[src/include/bsic_regs.svh]
`ifndef BSIC_REGS_SVH
`define BSIC_REGS_SVH

// internal clock period
`define BSIC_CLK_NS 20
// steady clock level that resets the dll
`define BSIC_KSTOP_NS 30
`define BSIC_KSTOP_CYC ((`BSIC_KSTOP_NS + `BSIC_CLK_NS - 1) / `BSIC_CLK_NS)
// least low time of the dll disable pin
`define BSIC_DOFF_LOW_NS 40
`define BSIC_DOFF_LOW_CYC \
  ((`BSIC_DOFF_LOW_NS + `BSIC_CLK_NS - 1) / `BSIC_CLK_NS)
// dll lock interval in input clock rising edges
`define BSIC_LOCK_KCYC 2048
// counter widths
`define BSIC_LOCK_CW 12
`define BSIC_STOP_CW 3
`define BSIC_LOW_CW 4
// command to first beat, in true clock rising edges
`define BSIC_RD_LAT 2
`define BSIC_WR_LAT 1
// bus widths
`define BSIC_AW 19
`define BSIC_DW 36
`define BSIC_NBYTE 4
// positions in the synchronised pin vector
`define BSIC_PIN_K 0
`define BSIC_PIN_KB 1
`define BSIC_PIN_OFF 2
`define BSIC_PIN_RD 3
`define BSIC_PIN_WR 4
`define BSIC_PIN_SA 5
`define BSIC_PIN_D (`BSIC_PIN_SA + `BSIC_AW)
`define BSIC_PIN_BW (`BSIC_PIN_D + `BSIC_DW)
`define BSIC_PIN_W (`BSIC_PIN_BW + `BSIC_NBYTE)

`endif

[src/include/bsic_pkg.sv]
`include "bsic_regs.svh"

package bsic_pkg;
  typedef logic [`BSIC_AW-1:0]    bsic_addr_t;
  typedef logic [`BSIC_DW-1:0]    bsic_data_t;
  typedef logic [`BSIC_NBYTE-1:0] bsic_be_t;
  typedef enum logic [1:0] {
    BSIC_DLL_RST     = 2'h0,
    BSIC_DLL_LOCKING = 2'h1,
    BSIC_DLL_LOCKED  = 2'h2,
    BSIC_DLL_BYPASS  = 2'h3
  } bsic_dll_t;
endpackage

[src/include/bsic_burst_if.sv]
interface bsic_burst_if;
  import bsic_pkg::*;
  logic       k_rise;
  logic       kb_rise;
  logic       cmd;
  bsic_addr_t base;
  logic       take;
  logic       beat;
  logic [1:0] idx;
  bsic_addr_t addr;
  modport core (output k_rise, kb_rise, cmd, base,
                input  take, beat, idx, addr);
  modport seq  (input  k_rise, kb_rise, cmd, base,
                output take, beat, idx, addr);
endinterface

[src/logic/bsic_dll_lock.sv]
`include "bsic_regs.svh"

module bsic_dll_lock (
  // clock and reset
  input  wire logic sys_clk_i,
  input  wire logic rstn_i,
  // synchronised pins
  input  wire logic k_s_i,
  input  wire logic kb_s_i,
  input  wire logic k_rise_i,
  input  wire logic dll_off_n_s_i,
  // status
  output logic      ready_o,
  output logic      bypass_o,
  output logic      stop_o
);
  import bsic_pkg::*;

  localparam logic [`BSIC_LOCK_CW-1:0] LOCK_LAST =
    `BSIC_LOCK_CW'(`BSIC_LOCK_KCYC - 1);
  localparam logic [`BSIC_STOP_CW-1:0] STOP_CYC =
    `BSIC_STOP_CW'(`BSIC_KSTOP_CYC);
  localparam logic [`BSIC_LOW_CW-1:0]  LOW_CYC =
    `BSIC_LOW_CW'(`BSIC_DOFF_LOW_CYC);

  typedef struct packed {
    bsic_dll_t                state;
    logic [`BSIC_LOCK_CW-1:0] cnt;
    logic [`BSIC_STOP_CW-1:0] stop_cnt;
    logic [`BSIC_LOW_CW-1:0]  low_cnt;
    logic                     k_prev;
    logic                     kb_prev;
    logic                     off_prev;
  } bsic_lock_st_t;

  bsic_lock_st_t st_ff;
  bsic_lock_st_t nxt_st;
  logic          steady;
  logic          stopped;
  logic          off_rise;
  logic          off_long;

  // either clock pin frozen counts toward a stop
  assign steady   = (k_s_i == st_ff.k_prev) || (kb_s_i == st_ff.kb_prev);
  assign stopped  = st_ff.stop_cnt >= STOP_CYC;
  assign off_rise = dll_off_n_s_i & ~st_ff.off_prev;
  assign off_long = st_ff.low_cnt >= LOW_CYC;
  assign ready_o  = (st_ff.state == BSIC_DLL_LOCKED) ||
                    (st_ff.state == BSIC_DLL_BYPASS);
  assign bypass_o = st_ff.state == BSIC_DLL_BYPASS;
  assign stop_o   = stopped;

  // lock sequencer
  always_comb begin
    nxt_st          = st_ff;
    nxt_st.k_prev   = k_s_i;
    nxt_st.kb_prev  = kb_s_i;
    nxt_st.off_prev = dll_off_n_s_i;
    nxt_st.stop_cnt = steady ? (stopped ? st_ff.stop_cnt
                                        : st_ff.stop_cnt + 1'b1)
                             : '0;
    // short low glitches on the disable pin are filtered out while locking or locked
    nxt_st.low_cnt  = dll_off_n_s_i ? '0 : (off_long ? st_ff.low_cnt
                                                     : st_ff.low_cnt + 1'b1);
    case (st_ff.state)
      BSIC_DLL_RST: begin
        if (!dll_off_n_s_i) begin
          nxt_st.state = BSIC_DLL_BYPASS;
        end else if (!stopped) begin
          nxt_st.state = BSIC_DLL_LOCKING;
          nxt_st.cnt   = '0;
        end
      end
      BSIC_DLL_LOCKING: begin
        if (off_long) begin
          nxt_st.state = BSIC_DLL_BYPASS;
        end else if (stopped) begin
          nxt_st.state = BSIC_DLL_RST;
        end else if (k_rise_i) begin
          // only rising edges of the true clock count
          if (st_ff.cnt == LOCK_LAST) begin
            nxt_st.state = BSIC_DLL_LOCKED;
          end else begin
            nxt_st.cnt = st_ff.cnt + 1'b1;
          end
        end
      end
      BSIC_DLL_LOCKED: begin
        if (off_long) begin
          nxt_st.state = BSIC_DLL_BYPASS;
        end else if (stopped) begin
          nxt_st.state = BSIC_DLL_RST;
        end
      end
      BSIC_DLL_BYPASS: begin
        if (off_rise) begin
          nxt_st.state = BSIC_DLL_LOCKING;
          nxt_st.cnt   = '0;
        end
      end
      default: nxt_st.state = BSIC_DLL_RST;
    endcase
  end

  always_ff @(posedge sys_clk_i or negedge rstn_i) begin
    if (!rstn_i) begin
      st_ff <= '0;
    end else begin
      st_ff <= nxt_st;
    end
  end
endmodule // bsic_dll_lock

[src/logic/bsic_burst_seq.sv]
module bsic_burst_seq #(
  parameter int LAT = 2
) (
  // clock and reset
  input  wire logic sys_clk_i,
  input  wire logic rstn_i,
  // command and beat side
  bsic_burst_if.seq bus
);
  import bsic_pkg::*;

  localparam int NS = LAT + 2;

  typedef struct packed {
    logic [NS-1:0]       v;
    bsic_addr_t [NS-1:0] a;
    logic                beat;
    logic [1:0]          idx;
    bsic_addr_t          addr;
  } bsic_seq_st_t;

  bsic_seq_st_t st_ff;
  bsic_seq_st_t nxt_st;

  // a command right after an accepted one is dropped
  assign bus.take = bus.k_rise & bus.cmd & ~st_ff.v[0];
  assign bus.beat = st_ff.beat;
  assign bus.idx  = st_ff.idx;
  assign bus.addr = st_ff.addr;

  // pipe advances on true clock rises only, so overlap is free
  always_comb begin
    nxt_st      = st_ff;
    nxt_st.beat = 1'b0;
    if (bus.k_rise) begin
      nxt_st.v = {st_ff.v[NS-2:0], bus.take};
      nxt_st.a = {st_ff.a[NS-2:0], bus.base};
      if (st_ff.v[LAT-1]) begin
        nxt_st.beat = 1'b1;
        nxt_st.idx  = 2'h0;
        nxt_st.addr = st_ff.a[LAT-1];
      end else if (st_ff.v[LAT]) begin
        nxt_st.beat = 1'b1;
        nxt_st.idx  = 2'h2;
        nxt_st.addr = st_ff.a[LAT] + bsic_addr_t'(2'h2);
      end
    end else if (bus.kb_rise) begin
      if (st_ff.v[LAT]) begin
        nxt_st.beat = 1'b1;
        nxt_st.idx  = 2'h1;
        nxt_st.addr = st_ff.a[LAT] + bsic_addr_t'(2'h1);
      end else if (st_ff.v[LAT+1]) begin
        nxt_st.beat = 1'b1;
        nxt_st.idx  = 2'h3;
        nxt_st.addr = st_ff.a[LAT+1] + bsic_addr_t'(2'h3);
      end
    end
  end

  always_ff @(posedge sys_clk_i or negedge rstn_i) begin
    if (!rstn_i) begin
      st_ff <= '0;
    end else begin
      st_ff <= nxt_st;
    end
  end
endmodule // bsic_burst_seq

[src/logic/bsic_core.sv]
`include "bsic_regs.svh"

// Function
// - commands wait for the lock interval
// - disable pin low skips dll locking
// - clock frozen over 30 ns resets dll
// - disable pin rising edge resets dll
// - burst addresses base plus zero to three
// - read select low at rise means read
// - write select low at rise means write
// - read and write bursts run concurrently
// - only true clock rises advance commands
// - read at t, paired write at t+1
// - read beats start two cycles after command
// - same command on next edge ignored
module bsic_core (
  // clock and reset
  input  wire logic              sys_clk_i,
  input  wire logic              rstn_i,
  // input clock pair and dll control
  input  wire logic              k_i,
  input  wire logic              k_n_i,
  input  wire logic              dll_off_n_i,
  // command pins
  input  wire logic              rd_sel_n_i,
  input  wire logic              wr_sel_n_i,
  input  wire bsic_pkg::bsic_addr_t sa_i,
  // write data pins
  input  wire bsic_pkg::bsic_data_t d_i,
  input  wire bsic_pkg::bsic_be_t   bw_n_i,
  // read data pins
  output bsic_pkg::bsic_data_t   q_o,
  output logic                   q_oe_o,
  // status
  output logic                   ready_o,
  output logic                   dll_bypass_o,
  // array read port
  output logic                   rd_req_o,
  output bsic_pkg::bsic_addr_t   rd_addr_o,
  input  wire bsic_pkg::bsic_data_t rd_data_i,
  // array write port
  output logic                   wr_en_o,
  output bsic_pkg::bsic_addr_t   wr_addr_o,
  output bsic_pkg::bsic_data_t   wr_data_o,
  output bsic_pkg::bsic_be_t     wr_be_o
);
  import bsic_pkg::*;

  localparam int SW = `BSIC_PIN_W;

  typedef struct packed {
    logic [SW-1:0] s1;
    logic [SW-1:0] s2;
    logic          k_prev;
    logic          kb_prev;
    logic          nop_prev;
    logic          rtake_last;
    logic          wtake_last;
    logic          slot;
    bsic_data_t    d_hold;
    bsic_be_t      bw_hold;
    bsic_data_t    q;
    logic          q_oe;
    logic          wr_en;
    bsic_addr_t    wr_addr;
    bsic_data_t    wr_data;
    bsic_be_t      wr_be;
    bsic_addr_t    last_raddr;
  } bsic_core_st_t;

  bsic_core_st_t st_ff;
  bsic_core_st_t nxt_st;
  logic [SW-1:0] pins;
  logic          k_s;
  logic          kb_s;
  logic          off_s;
  logic          rd_on;
  logic          wr_on;
  bsic_addr_t    sa_s;
  bsic_data_t    d_s;
  bsic_be_t      bw_s;
  logic          k_rise;
  logic          kb_rise;
  logic          stop;

  bsic_burst_if rbus();
  bsic_burst_if wbus();

  // every pin crosses two flops together, keeping beats aligned
  assign pins = {bw_n_i, d_i, sa_i, wr_sel_n_i, rd_sel_n_i,
                 dll_off_n_i, k_n_i, k_i};
  assign k_s   = st_ff.s2[`BSIC_PIN_K];
  assign kb_s  = st_ff.s2[`BSIC_PIN_KB];
  assign off_s = st_ff.s2[`BSIC_PIN_OFF];
  assign rd_on = ~st_ff.s2[`BSIC_PIN_RD];
  assign wr_on = ~st_ff.s2[`BSIC_PIN_WR];
  assign sa_s  = st_ff.s2[`BSIC_PIN_SA +: `BSIC_AW];
  assign d_s   = st_ff.s2[`BSIC_PIN_D +: `BSIC_DW];
  assign bw_s  = st_ff.s2[`BSIC_PIN_BW +: `BSIC_NBYTE];

  // edge detect on the synchronised clock pair
  assign k_rise  = k_s & ~st_ff.k_prev;
  assign kb_rise = kb_s & ~st_ff.kb_prev;

  // dll lock and clock stop supervision
  bsic_dll_lock u_lock (
    .sys_clk_i     (sys_clk_i),
    .rstn_i        (rstn_i),
    .k_s_i         (k_s),
    .kb_s_i        (kb_s),
    .k_rise_i      (k_rise),
    .dll_off_n_s_i (off_s),
    .ready_o       (ready_o),
    .bypass_o      (dll_bypass_o),
    .stop_o        (stop)
  );

  // read and write sequencers are separate so both can run
  assign rbus.k_rise  = k_rise;
  assign rbus.kb_rise = kb_rise;
  assign rbus.cmd     = ready_o & rd_on;
  assign rbus.base    = sa_s;
  assign wbus.k_rise  = k_rise;
  assign wbus.kb_rise = kb_rise;
  // both selects low right after a no operation drops the write
  assign wbus.cmd     = ready_o & wr_on & ~(rd_on & st_ff.nop_prev);
  assign wbus.base    = sa_s;

  bsic_burst_seq #(
    .LAT (`BSIC_RD_LAT)
  ) u_rd_seq (
    .sys_clk_i (sys_clk_i),
    .rstn_i    (rstn_i),
    .bus       (rbus)
  );

  bsic_burst_seq #(
    .LAT (`BSIC_WR_LAT)
  ) u_wr_seq (
    .sys_clk_i (sys_clk_i),
    .rstn_i    (rstn_i),
    .bus       (wbus)
  );

  // array read is combinational in the cycle of the beat
  assign rd_req_o  = rbus.beat;
  assign rd_addr_o = rbus.addr;

  assign q_o       = st_ff.q;
  assign q_oe_o    = st_ff.q_oe;
  assign wr_en_o   = st_ff.wr_en;
  assign wr_addr_o = st_ff.wr_addr;
  assign wr_data_o = st_ff.wr_data;
  assign wr_be_o   = st_ff.wr_be;

  // next state of the capture and output stages
  always_comb begin
    nxt_st         = st_ff;
    nxt_st.s1      = pins;
    nxt_st.s2      = st_ff.s1;
    nxt_st.k_prev  = k_s;
    nxt_st.kb_prev = kb_s;
    nxt_st.slot    = k_rise | kb_rise;
    nxt_st.wr_en   = 1'b0;
    if (k_rise) begin
      nxt_st.nop_prev   = ~rd_on & ~wr_on;
      nxt_st.rtake_last = rbus.take;
      nxt_st.wtake_last = wbus.take;
    end
    // data pins sampled on both clock rises; held while stopped
    if (k_rise || kb_rise) begin
      nxt_st.d_hold  = d_s;
      nxt_st.bw_hold = bw_s;
    end
    // write beat lands one edge after the captured data
    if (wbus.beat) begin
      nxt_st.wr_en   = 1'b1;
      nxt_st.wr_addr = wbus.addr;
      nxt_st.wr_data = st_ff.d_hold;
      nxt_st.wr_be   = ~st_ff.bw_hold;
    end
    // each slot either drives a beat or floats the bus
    if (st_ff.slot) begin
      nxt_st.q_oe = rbus.beat;
      if (rbus.beat) begin
        nxt_st.q          = rd_data_i;
        nxt_st.last_raddr = rbus.addr;
      end
    end
  end

  always_ff @(posedge sys_clk_i or negedge rstn_i) begin
    if (!rstn_i) begin
      st_ff <= '0;
    end else begin
      st_ff <= nxt_st;
    end
  end
endmodule // bsic_core

[config.mk]
export PLATFORM = sky130hd
export DESIGN_NAME = bsic_core
export DESIGN_NICKNAME = d
export VERILOG_FILES = /design/src/include/bsic_pkg.sv /design/src/include/bsic_burst_if.sv /design/src/logic/bsic_dll_lock.sv /design/src/logic/bsic_burst_seq.sv /design/src/logic/bsic_core.sv
export VERILOG_INCLUDE_DIRS = /design/src /design/src/include
export SDC_FILE = /design/constraint.sdc
export NUM_CORES = 1
export LEC_CHECK = 0
export CORE_MARGIN = 1.5
export CORE_UTILIZATION = 66
export DETAILED_ROUTE_END_ITERATION = 6
export DONT_BUFFER_PORTS = 1
export PLACE_DENSITY = 0.89
export SYNTH_ARGS = -nofsm -noshare
export SYNTH_HDL_FRONTEND = slang
export SYNTH_HIERARCHICAL = 1
export SYNTH_SLANG_ARGS = --single-unit
export TNS_END_PERCENT = 50
[constraint.sdc]
create_clock -name sys_clk_i -period 5.1 [get_ports sys_clk_i]
set_input_delay 0.51 -clock sys_clk_i [delete_from_list [all_inputs] [get_ports sys_clk_i]]
set_output_delay 0.51 -clock sys_clk_i [all_outputs]
set_load 0.02 [all_outputs]
# == After elaboration in Yosys (flattened, before gate mapping) ==
# Cells that the tools add are included.
# totals
reg_bits,414
inputBits,102
elab_cells,128
output_inout_bits,119
# classes
muxes,32
magnitude_cmp,2
eq_ne,21
addsub,9
bitwise_logic,22
reduce_logical,13
# op_table
op,n
2-to-1 mux 22 bit,12
"adder 19 x 2 -> 19 bit, second input constant",4
2-to-1 mux 60 bit,1
2-to-1 mux 12 bit,4
2-to-1 mux 14 bit,3
"adder 19 x 1 -> 19 bit, second input constant",2
one-hot mux 12 bit (3 select lines),1
"!= test 2 bit, second input constant",8
"adder 12 x 1 -> 12 bit, second input constant",1
AND 1 bit,12
"== test 12 x 11 -> 1 bit, second input constant",1
2-to-1 mux 2 bit,6
"!= test 3 x 1 -> 1 bit, second input constant",3
nonzero test 3 bit,3
2-to-1 mux 4 bit,2
inverter 1 bit,8
one-hot mux 2 bit (4 select lines),1
AND reduction 8 bit,1
2-to-1 mux 3 bit,2
AND reduction 3 bit,2
AND reduction 5 bit,1
"adder 4 x 1 -> 4 bit, second input constant",1
"== test 2 bit, second input constant",2
">= comparator 4 x 2 -> 1 bit, second input constant",1
14 further kinds,17

# == Logic depth before layout (Yosys ltp) ==
# logic_depth
depth_word,6
mapped_depth,10
depth_no_buf,8

# == By module ==
# Netlist, hierarchy kept.
# modules_own_cells
module,area_each_um2,cells_each,n_inst,seq_area_each_um2
bsic_core,9166.3,531,1,6731.5
bsic_burst_seq at u_rd_seq,5068.6,441,1,2552.4
bsic_burst_seq at u_wr_seq,4591.9,420,1,2052.0
bsic_dll_lock,1453.9,149,1,600.6

# == Worst setup path before layout ==
# Ideal clock, no wire load.
# synth_timing
kind,register to register
from,register st_ff[161] (netlist name)
to,"register u_rd_seq.st_ff, in the netlist u_rd_seq/bus.addr[16]"
setup_slack_ns,2.858
path_buffers,2
period_less_slack_ns,2.242
stages_incl_launch_ff,8
arrival_ns,2.089
t_required_ns,4.947
setup_ns,0.153
cell_sequence,dfrtp_1 > nand2b_2 > inv_1 > clkbuf_1 > mux2_2 > clkbuf_1 > a222oi_1 > o311ai_0
# synth_between
elab_chain_cells,4
elab_cells_between_ends,7
cone_classes,eq/ne: 1; mux: 1; bitwise: 2; reduce/logical: 3
# synth_rtl
element,line_no,source
from (decl),bsic_core.sv:71,bsic_core_st_t st_ff;
from (signal assigned),bsic_core.sv:196,st_ff <= nxt_st;
inverter 1 bit (*),bsic_core.sv:102,assign k_rise = k_s & ~st_ff.k_prev;
AND 1 bit (*),bsic_core.sv:102,
via k_rise,bsic_core.sv:82,logic k_rise;
!= test 3 x 1 -> 1 bit (no line) (tied with other cells),--,
AND reduction 3 bit (no line),--,
to (signal assigned),bsic_burst_seq.sv:64,st_ff <= nxt_st;
to (decl),bsic_burst_seq.sv:22,bsic_seq_st_t st_ff;
# Mark *: on every way through the listed nets, which the timed path passes. The rest lies on a longest branch.
# A chain may end at the register's enable or synchronous reset.

# == Final worst setup path ==
# layout_timing
from,register u_rd_seq/st_ff[79] (netlist name)
to,"register u_rd_seq.st_ff, in the netlist u_rd_seq/bus.addr[16]"
# layout_between
elab_chain_cells,5
# layout_rtl
element,line_no,source
adder 19 x 2 -> 19 bit,bsic_burst_seq.sv:55,nxt_st.addr = st_ff.a[LAT+1] + bsic_addr_t'(2'h3);
2-to-1 mux 22 bit,bsic_burst_seq.sv:52,end else if (st_ff.v[LAT+1]) begin
2-to-1 mux 22 bit,bsic_burst_seq.sv:48,if (st_ff.v[LAT]) begin
2-to-1 mux 22 bit,bsic_burst_seq.sv:47,end else if (bus.kb_rise) begin
2-to-1 mux 22 bit,bsic_burst_seq.sv:35,if (bus.k_rise) begin
# No other way between the ends. The select of a mux whose other input is x is not followed.

==> reports/results.ini <==
[cts]
cts.clk_slew.worst_paths_ps=60
cts_hold_buffers=64
cts_buffers=45
htreeDepth=2
cts_tree=done
cts_buffer_depth=3
cts-root-buf=clkbuf_16
postCtsSetupBuffers=0
cts_resized=0
clk_latency_ps=570
cts.sinks=473

[detailed_routing]
ant_nets=0
vias=11700
avgRoutedWirePerCell_um=23.8
routed_wl_mm=44.2
drt_iter0_markers=1417
first_pass_iters=7
drc=0
drt-vias-per-instance=6.30

[critical_path]
reg2reg_depth=8
arrival_ps=3290
worstPathCellList=inv_1 -> ha_1 -> nand2b_1 -> nor4_1 -> nand3_1 -> xnor2_1 -> a222oi_1 -> o311ai_0
slowest_delay_ps=970
critical_path_class=reg -> reg
cp_slowest_cell=nor4_1
crit_path_max_fanout=4
cp-start-kind=register
required_ps=5500
endpoint_kind=register

[synth]
syn_avg_cell_area_um2=13.2
yosysWarnings=6
syn_area_um2=20100
netlist_instances=1524
syn-num-nets=1636

[placement]
io_buffers=0
hpwl_mm=27.1
place_congestion=0.916

[global_routing]
grt_pass1_vias=11900
grt_max_degree=474
antenna_found_initial=0
grt-ovfl-total=0
grt_pass1_wl_mm=68.4
track_usage_pct=28.5

[timing]
max-slew-margin-rel_pct=14.1
max_freq_ghz=0.346
fin_crit_ps=2890
maxSlewViolCount=0
rsz0062_at_grt=false
holdWs_ps=-362
finalCritPeriodShare_pct=56.6
finalSetupViolCount=0
worstMarginPinSlew_ps=1280
final_hold_viol_count=473
setup_tns_ps=0
finClkSkew_ps=29.7

[floorplanning]
die_w_um=178
rows=63
core_area_um2=29800
die-height_um=178
io_pins=221
start_util_pct=67.5
fp.dieArea_um2=31500

[finish]
utilization_pct=71.8
drive_gt1_share_pct=25.7
diodes=0
finalNetCount=1553
area_growth_pct=6.37

[outcome]
violations=negative hold slack
status=complete, but fails checks

[min_path]
hold_path.class=in -> async

[job]
max-cap-violations=0

[power_and_ir_drop]
p_leak_uw=0.00906
peakVddDrop_mv=0.325
power_density_nw_per_um2=541

-- worst max-delay path, delay by kind of cell (launching register included) --
kind	cells	cell delay [ps]
flops	1	400
xor+xnor	1	190
compound gates	2	480
buf+inv	1	100
fa+ha+maj	1	240
simple gates	3	1340
-- final timing paths --
| check | from | endpoint | slack, ps |
|---|---|---|---|
| worst max-delay path | u_rd_seq/st_ff[79] | u_rd_seq/bus.addr[16] | 2210 |
| worst max register to register | u_rd_seq/st_ff[79] | u_rd_seq/bus.addr[16] | 2210 |
| worst min-delay path | rstn_i | wr_data_o[33] | -360 |
| min in group sys_clk_i | rd_data_i[19] | q_o[19] | 110 |
| worst min register to register | nxt_st[200] | d_s[14] | 340 |
| max in group asynchronous | rstn_i | u_rd_seq/st_ff[36] | 4840 |
-- through the flow --
stage | total power [µW] | area, µm² | cells | hold WS (ps) | setup WS, ps
floorplan | 8180 | 20100 | 1524 | 214 | 2860
global placement | 7940 | 19300 | 1720 | 222 | 2430
detailed placement | 8120 | 19300 | 1720 | 223 | 2330
CTS | 11600 | 21400 | 1861 | -378 | 2320
global route | 12100 | 21400 | 1861 | -382 | 2130
finish | 11600 | 21400 | 1861 | -362 | 2210
-- layout by cell type, fill, tap and decap left out, types with 4 or more instances in the layout --
| cell type | n |
|---|---|
| o211ai_1 | 10 |
| a222oi_1 | 26 |
| nand2b_1 | 6 |
| clkinv_2 | 5 |
| xnor2_1 | 47 |
| nor3_1 | 6 |
| a21o_1 | 5 |
| o22ai_1 | 10 |
| o22a_1 | 6 |
| o21ai_0 | 41 |
| mux2i_1 | 7 |
| nand2_1 | 80 |
| bufinv_16 | 4 |
| dlygate4sd3_1 | 64 |
| mux2_2 | 261 |
| xor2_1 | 31 |
| a221oi_1 | 5 |
| nor2_1 | 55 |
| buf_4 | 7 |
| and4_1 | 7 |
| a21oi_1 | 14 |
| nand4_1 | 17 |
| and3_1 | 11 |
| clkbuf_8 | 8 |
| dfrtp_1 | 472 |
| inv_1 | 28 |
| o21ai_1 | 4 |
| nor4_1 | 6 |
| nor3_2 | 5 |
| clkbuf_16 | 45 |
| clkbuf_1 | 11 |
| nand3_1 | 36 |
| a22oi_1 | 21 |
| ha_1 | 10 |
| nor2b_1 | 7 |
| or2_1 | 4 |
-- routing by layer --
layer	vias up	wire length (µm)	track usage (%)
li1	5088	-	-
met1	5910	17000	36.4
met2	607	21500	47.1
met3	119	3830	6.21
met4	0	1910	12.1
met5	-	0	0
-- sequential cells by signal, indices dropped and copies added (netlist names), 19 cells and up --
signal / count
d_s: 36
nxt_st: 64
q_o: 36
rbus.base: 19
st_ff: 46
u_lock/st_ff: 24
u_rd_seq/bus.addr: 19
u_rd_seq/st_ff: 80
u_wr_seq/bus.addr: 19
u_wr_seq/st_ff: 60
wr_addr_o: 19
wr_data_o: 36
-- layout make-up --
| type | instances | area, µm² |
|---|---|---|
| flip-flops and latches | 473 | 11800 |
| fillers | 1875 | 8410 |
| multi-input cells | 820 | 6760 |
| inverters | 30 | 115 |
| repair buffers | 71 | 693 |
| clock buffers | 64 | 1280 |
| well taps | 390 | 488 |
| clock inverters | 13 | 214 |
-- report_power, final --
part	switching (µW)	total, µW	leakage, µW	internal [µW]
combinational	852	1930	0.00267	1080
clock	1420	3380	0.000735	1960
sequential	1600	6260	0.00565	4660
total	3870	11600	0.00906	7700
No activity file was read; power rests on OpenSTA's default activity.
